## config.mk

```make
export PLATFORM = sky130hd
export DESIGN_NAME = core_clock_ctrl
export DESIGN_NICKNAME = d
export VERILOG_FILES = /design/src/logic/clk_ctrl_pkg.sv /design/src/logic/core_clock_ctrl.sv /design/src/logic/rate_gen.sv /design/src/logic/sync2.sv
export SDC_FILE = /design/constraint.sdc
export NUM_CORES = 1
export LEC_CHECK = 0
export ABC_CLOCK_PERIOD_IN_PS = 3200
export BUFFER_PORTS_ARGS = -buffer_cell sky130_fd_sc_hd__clkbuf_2
export CAP_MARGIN = 20
export CORE_MARGIN = 2
export CORE_UTILIZATION = 55
export DETAILED_ROUTE_END_ITERATION = 12
export PLACE_DENSITY = 0.84
export SKIP_LAST_GASP = 1
export SYNTH_ARGS = -nofsm -noshare
export SYNTH_HDL_FRONTEND = slang
export SYNTH_SLANG_ARGS = --single-unit
```

## constraint.sdc

```tcl
create_clock -name sys_clk -period 3.2 [get_ports sys_clk]
set_input_delay 0.16 -clock sys_clk [delete_from_list [all_inputs] [get_ports sys_clk]]
set_output_delay 0.16 -clock sys_clk [all_outputs]
set_load 0.03 [all_outputs]
```

## src/logic/clk_ctrl_pkg.sv

```systemverilog
// Constants for core clock and sample rate control
package clk_ctrl_pkg;
  localparam logic [15:0] ADDR_CLOCK_CFG = 16'h4000;
  localparam logic [15:0] ADDR_PLL_CFG = 16'h4002;
  localparam logic [15:0] ADDR_CONV_CFG = 16'h4017;
  localparam logic [15:0] ADDR_ENGINE_RATE = 16'h40EB;
  localparam logic [15:0] ADDR_SERIAL_RATE = 16'h40F8;
  // Clock configuration fields
  localparam int CFG_EN_BIT = 0;
  localparam int CFG_FREQ_LSB = 1;
  localparam int CFG_SRC_BIT = 3;
  localparam logic [7:0] CFG_RESET = 8'h00;
  localparam logic [7:0] CFG_MASK = 8'h0F;
  // PLL configuration fields
  localparam int PLL_EN_BIT = 0;
  localparam int PLL_LOCK_BIT = 1;
  localparam int PLL_FRAC_BIT = 2;
  localparam int PLL_X_LSB = 9;
  localparam int PLL_R_LSB = 11;
  localparam int PLL_N_LSB = 16;
  localparam int PLL_M_LSB = 32;
  localparam logic [47:0] PLL_RESET = 48'h0000_0000_0000;
  localparam logic [15:0] PLL_DEN_INT = 16'h0001;
  // Rate registers
  localparam logic [7:0] RATE_RESET = 8'h00;
  localparam logic [7:0] CONV_MASK = 8'h07;
  localparam logic [7:0] ENGINE_MASK = 8'h0F;
  localparam logic [7:0] SERIAL_MASK = 8'h07;
  // Core clock divider
  localparam int CORE_RATIO = 256;
  localparam logic [1:0] PLL_DIV = 2'h3;
  // Sample rate codes
  localparam logic [3:0] RATE_X1 = 4'h0;
  localparam logic [3:0] RATE_D6 = 4'h1;
  localparam logic [3:0] RATE_D4 = 4'h2;
  localparam logic [3:0] RATE_D3 = 4'h3;
  localparam logic [3:0] RATE_D2 = 4'h4;
  localparam logic [3:0] RATE_D1P5 = 4'h5;
  localparam logic [3:0] RATE_X2 = 4'h6;
  // Core ticks per sample
  localparam logic [10:0] PER_X1 = 11'(CORE_RATIO);
  localparam logic [10:0] PER_D6 = 11'(6 * CORE_RATIO);
  localparam logic [10:0] PER_D4 = 11'(4 * CORE_RATIO);
  localparam logic [10:0] PER_D3 = 11'(3 * CORE_RATIO);
  localparam logic [10:0] PER_D2 = 11'(2 * CORE_RATIO);
  localparam logic [10:0] PER_D1P5 = 11'(3 * CORE_RATIO / 2);
  localparam logic [10:0] PER_X2 = 11'(CORE_RATIO / 2);
  localparam int MIN_PERIOD = CORE_RATIO / 2;
endpackage

```

## src/logic/core_clock_ctrl.sv

```systemverilog
// Core clock generation, gating and sample rate control
`timescale 1ns/1ps
// Operation
// - Core clock runs at 256 times base rate from a divider while enabled and, with PLL source, locked.
// - Direct source divides by 1, 2, 3 or 4 per input rate.
// - PLL output is 1024 times base; divider forced to four.
// - Clock config bit 3 picks master pin (0) or PLL (1).
// - Bits 2:1 give input rate 256..1024 times base; reset 00.
// - Clock config bit 0 enables core clock; reset value disabled.
// - Converter, serial and engine clocks come from core clock only.
// - Converter config bits 2:0 set converter sample rate ratio.
// - Engine rate register bits 3:0 set engine frame rate.
// - Serial rate register bits 2:0 set serial port rate.
// - Supported scalings are 1, 6, 4, 3, 2, 1.5 and 0.5.
// - A sample spans the rate scaling times 256 core clock cycles.
// - Integer PLL mode uses the integer factor, ignoring N and M.
// - Fractional mode multiplies by integer plus N over M.
// - Core clock stays off until PLL lock; lock bit readable.
// - Before enable and lock only clock and PLL config accessible.
module core_clock_ctrl
  import clk_ctrl_pkg::*;
(
  // Clock and reset
  input wire logic sys_clk,
  input wire logic rst_n,
  // Register port
  input wire logic reg_wr,
  input wire logic reg_rd,
  input wire logic [15:0] reg_addr,
  input wire logic [47:0] reg_wdata,
  output logic [47:0] reg_rdata,
  output logic reg_rvalid,
  output logic reg_refused,
  // PLL analogue side
  input wire logic pll_clk_pin,
  input wire logic pll_lock_pin,
  output logic pll_enable,
  output logic pll_frac_mode,
  output logic [1:0] pll_in_div,
  output logic [3:0] pll_int,
  output logic [15:0] pll_num,
  output logic [15:0] pll_den,
  // Core clock and sample strobes
  output logic core_tick,
  output logic core_running,
  output logic conv_fs_tick,
  output logic engine_fs_tick,
  output logic serial_fs_tick
);
  typedef enum logic [2:0] {
    ST_OFF = 3'b001,
    ST_WAIT_LOCK = 3'b010,
    ST_RUN = 3'b100
  } core_state_e;

  typedef struct packed {
    core_state_e state;
    logic [7:0] cfg;
    logic [47:0] pll;
    logic [7:0] conv;
    logic [7:0] eng;
    logic [7:0] ser;
    logic src_act;
    logic [1:0] div_act;
    logic [1:0] cnt;
    logic pll_lvl;
    logic tick;
    logic [47:0] rdata;
    logic rvalid;
    logic refused;
    logic pll_en;
    logic frac;
    logic [1:0] xdiv;
    logic [3:0] r_int;
    logic [15:0] num;
    logic [15:0] den;
  } ctrl_s;

  localparam ctrl_s CTRL_RESET = '{
    state: ST_OFF,
    cfg: CFG_RESET,
    pll: PLL_RESET,
    conv: RATE_RESET,
    eng: RATE_RESET,
    ser: RATE_RESET,
    src_act: 1'b0,
    div_act: 2'h0,
    cnt: 2'h0,
    pll_lvl: 1'b0,
    tick: 1'b0,
    rdata: 48'h0000_0000_0000,
    rvalid: 1'b0,
    refused: 1'b0,
    pll_en: 1'b0,
    frac: 1'b0,
    xdiv: 2'h0,
    r_int: 4'h0,
    num: 16'h0000,
    den: PLL_DEN_INT
  };

  ctrl_s st_r;
  ctrl_s st_nxt;
  logic pll_clk_s;
  logic lock_s;
  logic pll_edge;
  logic src_tick;
  logic gate;
  logic want_pll;
  logic access_ok;
  logic is_rate;
  logic [1:0] div_sel;

  sync2 #(.W(2)) u_sync (
    .sys_clk(sys_clk),
    .rst_n(rst_n),
    .d({pll_clk_pin, pll_lock_pin}),
    .q({pll_clk_s, lock_s})
  );

  // Either edge of the PLL clock counts as one PLL cycle
  assign pll_edge = pll_clk_s != st_r.pll_lvl;
  assign src_tick = st_r.src_act ? pll_edge : 1'b1;
  assign gate = st_r.state == ST_RUN;
  assign want_pll = st_r.cfg[CFG_SRC_BIT];
  assign access_ok = st_r.cfg[CFG_EN_BIT] && (!want_pll || lock_s);
  assign is_rate = reg_addr == ADDR_CONV_CFG
                || reg_addr == ADDR_ENGINE_RATE
                || reg_addr == ADDR_SERIAL_RATE;
  // PLL delivers 1024x base, so divide by four
  assign div_sel = want_pll ? PLL_DIV
                 : st_r.cfg[CFG_FREQ_LSB +: 2];

  always_comb begin
    st_nxt = st_r;
    st_nxt.tick = 1'b0;
    st_nxt.rvalid = 1'b0;
    st_nxt.refused = 1'b0;
    st_nxt.pll_lvl = pll_clk_s;

    // Enable and lock sequencing
    case (st_r.state)
      ST_OFF: begin
        if (st_r.cfg[CFG_EN_BIT]) begin
          st_nxt.state = (want_pll && !lock_s) ? ST_WAIT_LOCK : ST_RUN;
        end
      end
      ST_WAIT_LOCK: begin
        if (!st_r.cfg[CFG_EN_BIT]) begin
          st_nxt.state = ST_OFF;
        end else if (lock_s || !want_pll) begin
          st_nxt.state = ST_RUN;
        end
      end
      ST_RUN: begin
        if (!st_r.cfg[CFG_EN_BIT]) begin
          st_nxt.state = ST_OFF;
        end else if (want_pll && !lock_s) begin
          st_nxt.state = ST_WAIT_LOCK;
        end
      end
      default: st_nxt.state = ST_OFF;
    endcase

    // Divider reloads source and ratio only at a period boundary
    if (!gate) begin
      st_nxt.cnt = 2'h0;
      st_nxt.src_act = want_pll;
      st_nxt.div_act = div_sel;
    end else if (src_tick) begin
      if (st_r.cnt == st_r.div_act) begin
        st_nxt.cnt = 2'h0;
        st_nxt.tick = 1'b1;
        st_nxt.src_act = want_pll;
        st_nxt.div_act = div_sel;
      end else begin
        st_nxt.cnt = st_r.cnt + 2'h1;
      end
    end

    // Register writes
    if (reg_wr) begin
      if (is_rate && !access_ok) begin
        st_nxt.refused = 1'b1;
      end else begin
        case (reg_addr)
          ADDR_CLOCK_CFG: st_nxt.cfg = reg_wdata[7:0] & CFG_MASK;
          ADDR_PLL_CFG: begin
            // Whole 48-bit word taken at once
            st_nxt.pll = reg_wdata;
            st_nxt.pll[PLL_LOCK_BIT] = 1'b0;
            st_nxt.pll_en = reg_wdata[PLL_EN_BIT];
            st_nxt.frac = reg_wdata[PLL_FRAC_BIT];
            st_nxt.xdiv = reg_wdata[PLL_X_LSB +: 2];
            st_nxt.r_int = reg_wdata[PLL_R_LSB +: 4];
            if (reg_wdata[PLL_FRAC_BIT]) begin
              st_nxt.num = reg_wdata[PLL_N_LSB +: 16];
              st_nxt.den = reg_wdata[PLL_M_LSB +: 16];
            end else begin
              st_nxt.num = 16'h0000;
              st_nxt.den = PLL_DEN_INT;
            end
          end
          ADDR_CONV_CFG: st_nxt.conv = reg_wdata[7:0] & CONV_MASK;
          ADDR_ENGINE_RATE: st_nxt.eng = reg_wdata[7:0] & ENGINE_MASK;
          ADDR_SERIAL_RATE: st_nxt.ser = reg_wdata[7:0] & SERIAL_MASK;
          default: st_nxt.cfg = st_r.cfg;
        endcase
      end
    end

    // Register reads
    if (reg_rd) begin
      st_nxt.rvalid = 1'b1;
      st_nxt.rdata = 48'h0000_0000_0000;
      if (is_rate && !access_ok) begin
        st_nxt.refused = 1'b1;
      end else begin
        case (reg_addr)
          ADDR_CLOCK_CFG: st_nxt.rdata[7:0] = st_r.cfg;
          ADDR_PLL_CFG: begin
            st_nxt.rdata = st_r.pll;
            st_nxt.rdata[PLL_LOCK_BIT] = lock_s;
          end
          ADDR_CONV_CFG: st_nxt.rdata[7:0] = st_r.conv;
          ADDR_ENGINE_RATE: st_nxt.rdata[7:0] = st_r.eng;
          ADDR_SERIAL_RATE: st_nxt.rdata[7:0] = st_r.ser;
          default: st_nxt.rdata = 48'h0000_0000_0000;
        endcase
      end
    end
  end

  always_ff @(posedge sys_clk) begin
    if (!rst_n) begin
      st_r <= CTRL_RESET;
    end else begin
      st_r <= st_nxt;
    end
  end

  // Rate strobes all count core ticks
  rate_gen #(.CNT_W(11)) u_conv_rate (
    .sys_clk(sys_clk),
    .rst_n(rst_n),
    .run(gate),
    .core_tick(st_r.tick),
    .rate_code({1'b0, st_r.conv[2:0]}),
    .fs_tick(conv_fs_tick)
  );
  rate_gen #(.CNT_W(11)) u_engine_rate (
    .sys_clk(sys_clk),
    .rst_n(rst_n),
    .run(gate),
    .core_tick(st_r.tick),
    .rate_code(st_r.eng[3:0]),
    .fs_tick(engine_fs_tick)
  );
  rate_gen #(.CNT_W(11)) u_serial_rate (
    .sys_clk(sys_clk),
    .rst_n(rst_n),
    .run(gate),
    .core_tick(st_r.tick),
    .rate_code({1'b0, st_r.ser[2:0]}),
    .fs_tick(serial_fs_tick)
  );

  assign reg_rdata = st_r.rdata;
  assign reg_rvalid = st_r.rvalid;
  assign reg_refused = st_r.refused;
  assign pll_enable = st_r.pll_en;
  assign pll_frac_mode = st_r.frac;
  assign pll_in_div = st_r.xdiv;
  assign pll_int = st_r.r_int;
  assign pll_num = st_r.num;
  assign pll_den = st_r.den;
  assign core_tick = st_r.tick;
  assign core_running = gate;
endmodule

```

## src/logic/rate_gen.sv

```systemverilog
// Sample strobe generator counting core clock ticks
`timescale 1ns/1ps
module rate_gen
  import clk_ctrl_pkg::*;
#(
  parameter int CNT_W = 11
) (
  // Clock and reset
  input wire logic sys_clk,
  input wire logic rst_n,
  // Core clock
  input wire logic run,
  input wire logic core_tick,
  // Rate select and strobe
  input wire logic [3:0] rate_code,
  output logic fs_tick
);
  if (CNT_W < 11) begin : g_chk
    $error("rate_gen: CNT_W too small for the longest period");
  end

  typedef struct packed {
    logic [CNT_W-1:0] cnt;
    logic [CNT_W-1:0] per;
    logic tick;
  } rate_s;
  rate_s st_r;
  rate_s st_nxt;

  function automatic logic [CNT_W-1:0] period(input logic [3:0] c);
    logic [10:0] p;
    p = PER_X1;
    case (c)
      RATE_D6: p = PER_D6;
      RATE_D4: p = PER_D4;
      RATE_D3: p = PER_D3;
      RATE_D2: p = PER_D2;
      RATE_D1P5: p = PER_D1P5;
      RATE_X2: p = PER_X2;
      default: p = PER_X1;
    endcase
    return CNT_W'(p);
  endfunction

  // New rate takes effect only at a sample boundary
  always_comb begin
    st_nxt = st_r;
    st_nxt.tick = 1'b0;
    if (!run) begin
      st_nxt.cnt = '0;
      st_nxt.per = period(rate_code);
    end else if (core_tick) begin
      if (st_r.cnt == st_r.per - CNT_W'(1)) begin
        st_nxt.cnt = '0;
        st_nxt.tick = 1'b1;
        st_nxt.per = period(rate_code);
      end else begin
        st_nxt.cnt = st_r.cnt + CNT_W'(1);
      end
    end
  end

  always_ff @(posedge sys_clk) begin
    if (!rst_n) begin
      st_r <= '0;
    end else begin
      st_r <= st_nxt;
    end
  end

  assign fs_tick = st_r.tick;
endmodule

```

## src/logic/sync2.sv

```systemverilog
// Two flip-flop synchroniser
`timescale 1ns/1ps
module sync2 #(
  parameter int W = 1
) (
  // Clock and reset
  input wire logic sys_clk,
  input wire logic rst_n,
  // Data
  input wire logic [W-1:0] d,
  output logic [W-1:0] q
);
  typedef struct packed {
    logic [W-1:0] s1;
    logic [W-1:0] s2;
  } sync_s;
  sync_s st_r;
  sync_s st_nxt;

  always_comb begin
    st_nxt.s1 = d;
    st_nxt.s2 = st_r.s1;
  end

  always_ff @(posedge sys_clk) begin
    if (!rst_n) begin
      st_r <= '0;
    end else begin
      st_r <= st_nxt;
    end
  end

  assign q = st_r.s2;
endmodule

```

==> flow_summary.yaml <==
timing:
  hold_ws_ns: 0.02017
  timing.setup.tns_ns: 0
  final_max_slew_viol_count: 0
  worst_slew_margin_rel: 0.4100
  timing_hold_violations_final: 0
  finalClockSkew_ns: 0.01775
  timing.final.crit_share: 0.6617
  final-setup-viol-count: 0
  finalCriticalPeriod_ns: 2.117
  tightest_slew_ns: 0.8850
  grt_setup_unrepaired: "false"
  achievable-frequency_mhz: 472.3
clock_tree:
  clk_root_buffer_cell: "clkbuf_16"
  path_clk_slew_ns: 0.06
  numCtsBuffers: 22
  cts-root-to-sink-buffers: 3
  postCtsHoldBufs: 49
  cts_num_sinks: 205
  cts-resized-gates: 0
  maximum_level_of_the_cts_h_tree: 1
  cts_post_setup_buffers_inserted: 0
  clk_latency_ns: 0.50
  cts_tree: "built"
power_and_ir_drop:
  cellLeakagePower_nw: 3.854
  power_density_of_the_placed_cells_nw_per_um2: 501.5
  p_seq_frac: 0.505
  total_switching_power_mw: 1.068
  share_clk_of_total_power: 0.456
  p_sw_frac: 0.2106
  power_report.internal_total_mw: 4.004
  finalPower_mw: 5.073
  share_comb_of_total_power: 0.039
  vdd_ir_drop_max_mv: 0.3661
worst_setup_path:
  critical_path.startpoint: "core_tick$_SDFF_PN0_"
  reg_to_reg_slack_setup_ns: 1.08
  r2r_cells: 5
  critical_path_peak_fanout: 8
  critical_path_required_ns: 3.61
  regToRegStartpoint: "core_tick$_SDFF_PN0_"
  worst_ep_arrival_time_ns: 2.53
  worst_setup_path_start_kind: "register"
  setup.worst_path.end_class: "register"
  worstSetupEndpoint: "u_conv_rate.st_r[11]$_SDFFE_PN0P_"
  reg2reg_to: "u_conv_rate.st_r[11]$_SDFFE_PN0P_"
  timing_worst_setup_path_type: "reg -> reg"
global_route:
  grt_pass1_vias: 6626
  grt_max_degree: 80
  grt_remaining_overflow: 0
  number_of_antenna_violations_at_the_first_check_in_global_routing: 0
  grt_first_pass_wirelength_mm: 31.70
  grt_use_total: 0.2262
logic_synthesis:
  ys_warn_count: 0
  netlist.top_cell.by_area: "dfxtp_1"
  mappedNetlistArea_um2: 8711
  synth.avg_cell_area_um2: 8.763
  async_flop_share: 0
  seq_area_frac_synth: 0.4711
  ys_ff_latch: 205
  post_synth_main_area_contributors: "dfxtp_1 (47%), buf_4 (7.8%), nand2_1 (6.6%), nor2_1 (4.7%), a22oi_1 (4.3%)"
  synth_cell_types: 51
  mappedNetlistNets: 1070
  netlist_instances: 994
  synth-main-ff-cell: "dfxtp_1"
  yosys.area.top_type_share: 0.4711
  synth_edf_count: 0
finish:
  area_growth_syn_to_layout_pct: 16.12
  fillers: 1263
  antenna_cells: 0
  fin_nets: 1173
  layout_commonest_cell: "dfxtp_1"
  ratio_of_cells_with_drive_above_1_in_the_final_layout: 0.2011
  most_frequent_cells_in_the_layout: "dfxtp_1 (205), clkbuf_2 (164), nand2_1 (153), nor2_1 (109), a21oi_1 (70)"
routing:
  first_pass_iters: 5
  drt_iter0_drc: 478
  drc: 0
  totalWireLength_mm: 19.86
  vias_per_cell: 5.349
  detailroute.via_count: 7087
  wl_per_cell_um: 14.99
  drtAntennaViolNets: 0
flow_run:
  max-cap-violations: 0
die:
  initial_core_util: 0.5564
  placeableCoreArea_um2: 15660
  die_outline_area_um2: 16860
  die_h_um: 129.9
  dieWidth_um: 129.9
  rows: 46
  num_io_pins: 165
min_path:
  hold_path.class: "in -> reg"
  worst_hold_path.num_cells: 3
place:
  dp_hpwl_mm: 12.33
  gp_routability_congestion: 0.8516
  port_buffers: 164
outcome:
  result_of_the_run: "complete, no violations"
[area by class of cell]
class,instances,area (um2),area share
sequential,205,4104,0.4057
multi-input combinational,636,3667,0.3626
timing repair buffer,221,1371,0.1356
clock buffer,32,628.1,0.06210
tap,216,270.3,0.02672
inverter,11,42.54,0.004206
clock inverter,4,31.28,0.003093
[cell usage after synthesis (2+ instances only)]
library cell and count:
xor2_1 30, a31oi_1 2, ha_1 6, nor2_1 109, buf_4 91, and4_1 2, nand4_1 14, a22oi_1 50
mux2i_1 21, dfxtp_1 205, nand2_1 153, buf_6 2, nor3_1 7, or3_1 3, and3_1 6, buf_2 11
or2_2 2, or3b_2 2, o21bai_1 3, mux2_2 5, o21ai_0 11, nor4_4 3, inv_2 2, buf_1 2
a22o_1 5, and2_1 7, a21boi_0 17, xnor2_1 25, or4_1 2, a21oi_1 70, inv_1 9, nor3b_1 3
clkbuf_1 35, nor4_1 6, nor2b_1 11, nand3_1 46, o41ai_1 2
[state kept, by name (all words and copies together) (netlist names), 2 cells and up]
register / count
pll_den: 16
pll_int: 3
pll_num: 16
reg_rdata: 48
st_r: 66
u_conv_rate.st_r: 15
u_engine_rate.st_r: 15
u_serial_rate.st_r: 15
u_sync.q: 2
u_sync.st_nxt: 2
[metal layers]
| metal | part of all wire | track usage | vias up |
|---|---|---|---|
| met5 | 0 | 0 | - |
| met4 | 0.027 | 0.07464 | 0 |
| met3 | 0.066 | 0.05043 | 47 |
| met2 | 0.49 | 0.3850 | 232 |
| met1 | 0.42 | 0.2858 | 3330 |
| li1 | - | - | 3478 |
[logic make-up after synthesis]
| logic type | Yosys count | synth area share |
|---|---|---|
| AND/OR/NAND/NOR | 382 | 0.2009 |
| flip-flops | 205 | 0.4711 |
| AO/OA/AOI/OAI | 166 | 0.1221 |
| buffers and inverters | 153 | 0.1086 |
| XOR/XNOR | 56 | 0.05803 |
| multiplexers | 26 | 0.03059 |
| adder cells (fa/ha/maj) | 6 | 0.008618 |
[metrics by stage]
step                        util  cells  area (um2)  worst slack (ns)
after floorplan                -    994        8711             1.107
after global placement    0.5727   1240        8965            0.7896
after detailed placement  0.5727   1240        8965            0.6690
after CTS                 0.6461   1325       10110             1.093
after global routing      0.6461   1325       10110            0.8952
final                     0.6461   1325       10110             1.083
[power by group through the flow]
stage                     Clock, mW  Combinational [mW]  Sequential, mW
after floorplan                   0              0.0717            2.62
after global placement            0               0.144            2.62
after detailed placement          0               0.145            2.62
after CTS                      2.36               0.194            2.56
after global routing           2.47               0.212            2.56
final                          2.32               0.197            2.56
[worst min path at each step]
stage	slack (ns)	start	end
2_1_floorplan	0.29	reg_rd	reg_rvalid$_SDFF_PN0_
3_3_place_gp	0.37	pll_clk_pin	u_sync.st_nxt[1]$_SDFF_PN0_
3_5_place_dp	0.37	pll_clk_pin	u_sync.st_nxt[1]$_SDFF_PN0_
4_1_cts	0.005	reg_wdata[1]	st_r[106]$_SDFFE_PN0P_
5_1_grt	0.03	reg_wdata[1]	st_r[170]$_SDFFE_PN0P_
6_report	0.02	reg_wdata[1]	st_r[170]$_SDFFE_PN0P_
[critical path, stage by stage, from the launching register on]
cell	delay [ns]
dfxtp_1	0.50
and4_1	0.33
nand4_1	0.15
nor4_1	0.69
o21ai_0	0.19
a21oi_1	0.18
(Power assumes the default switching activity.)
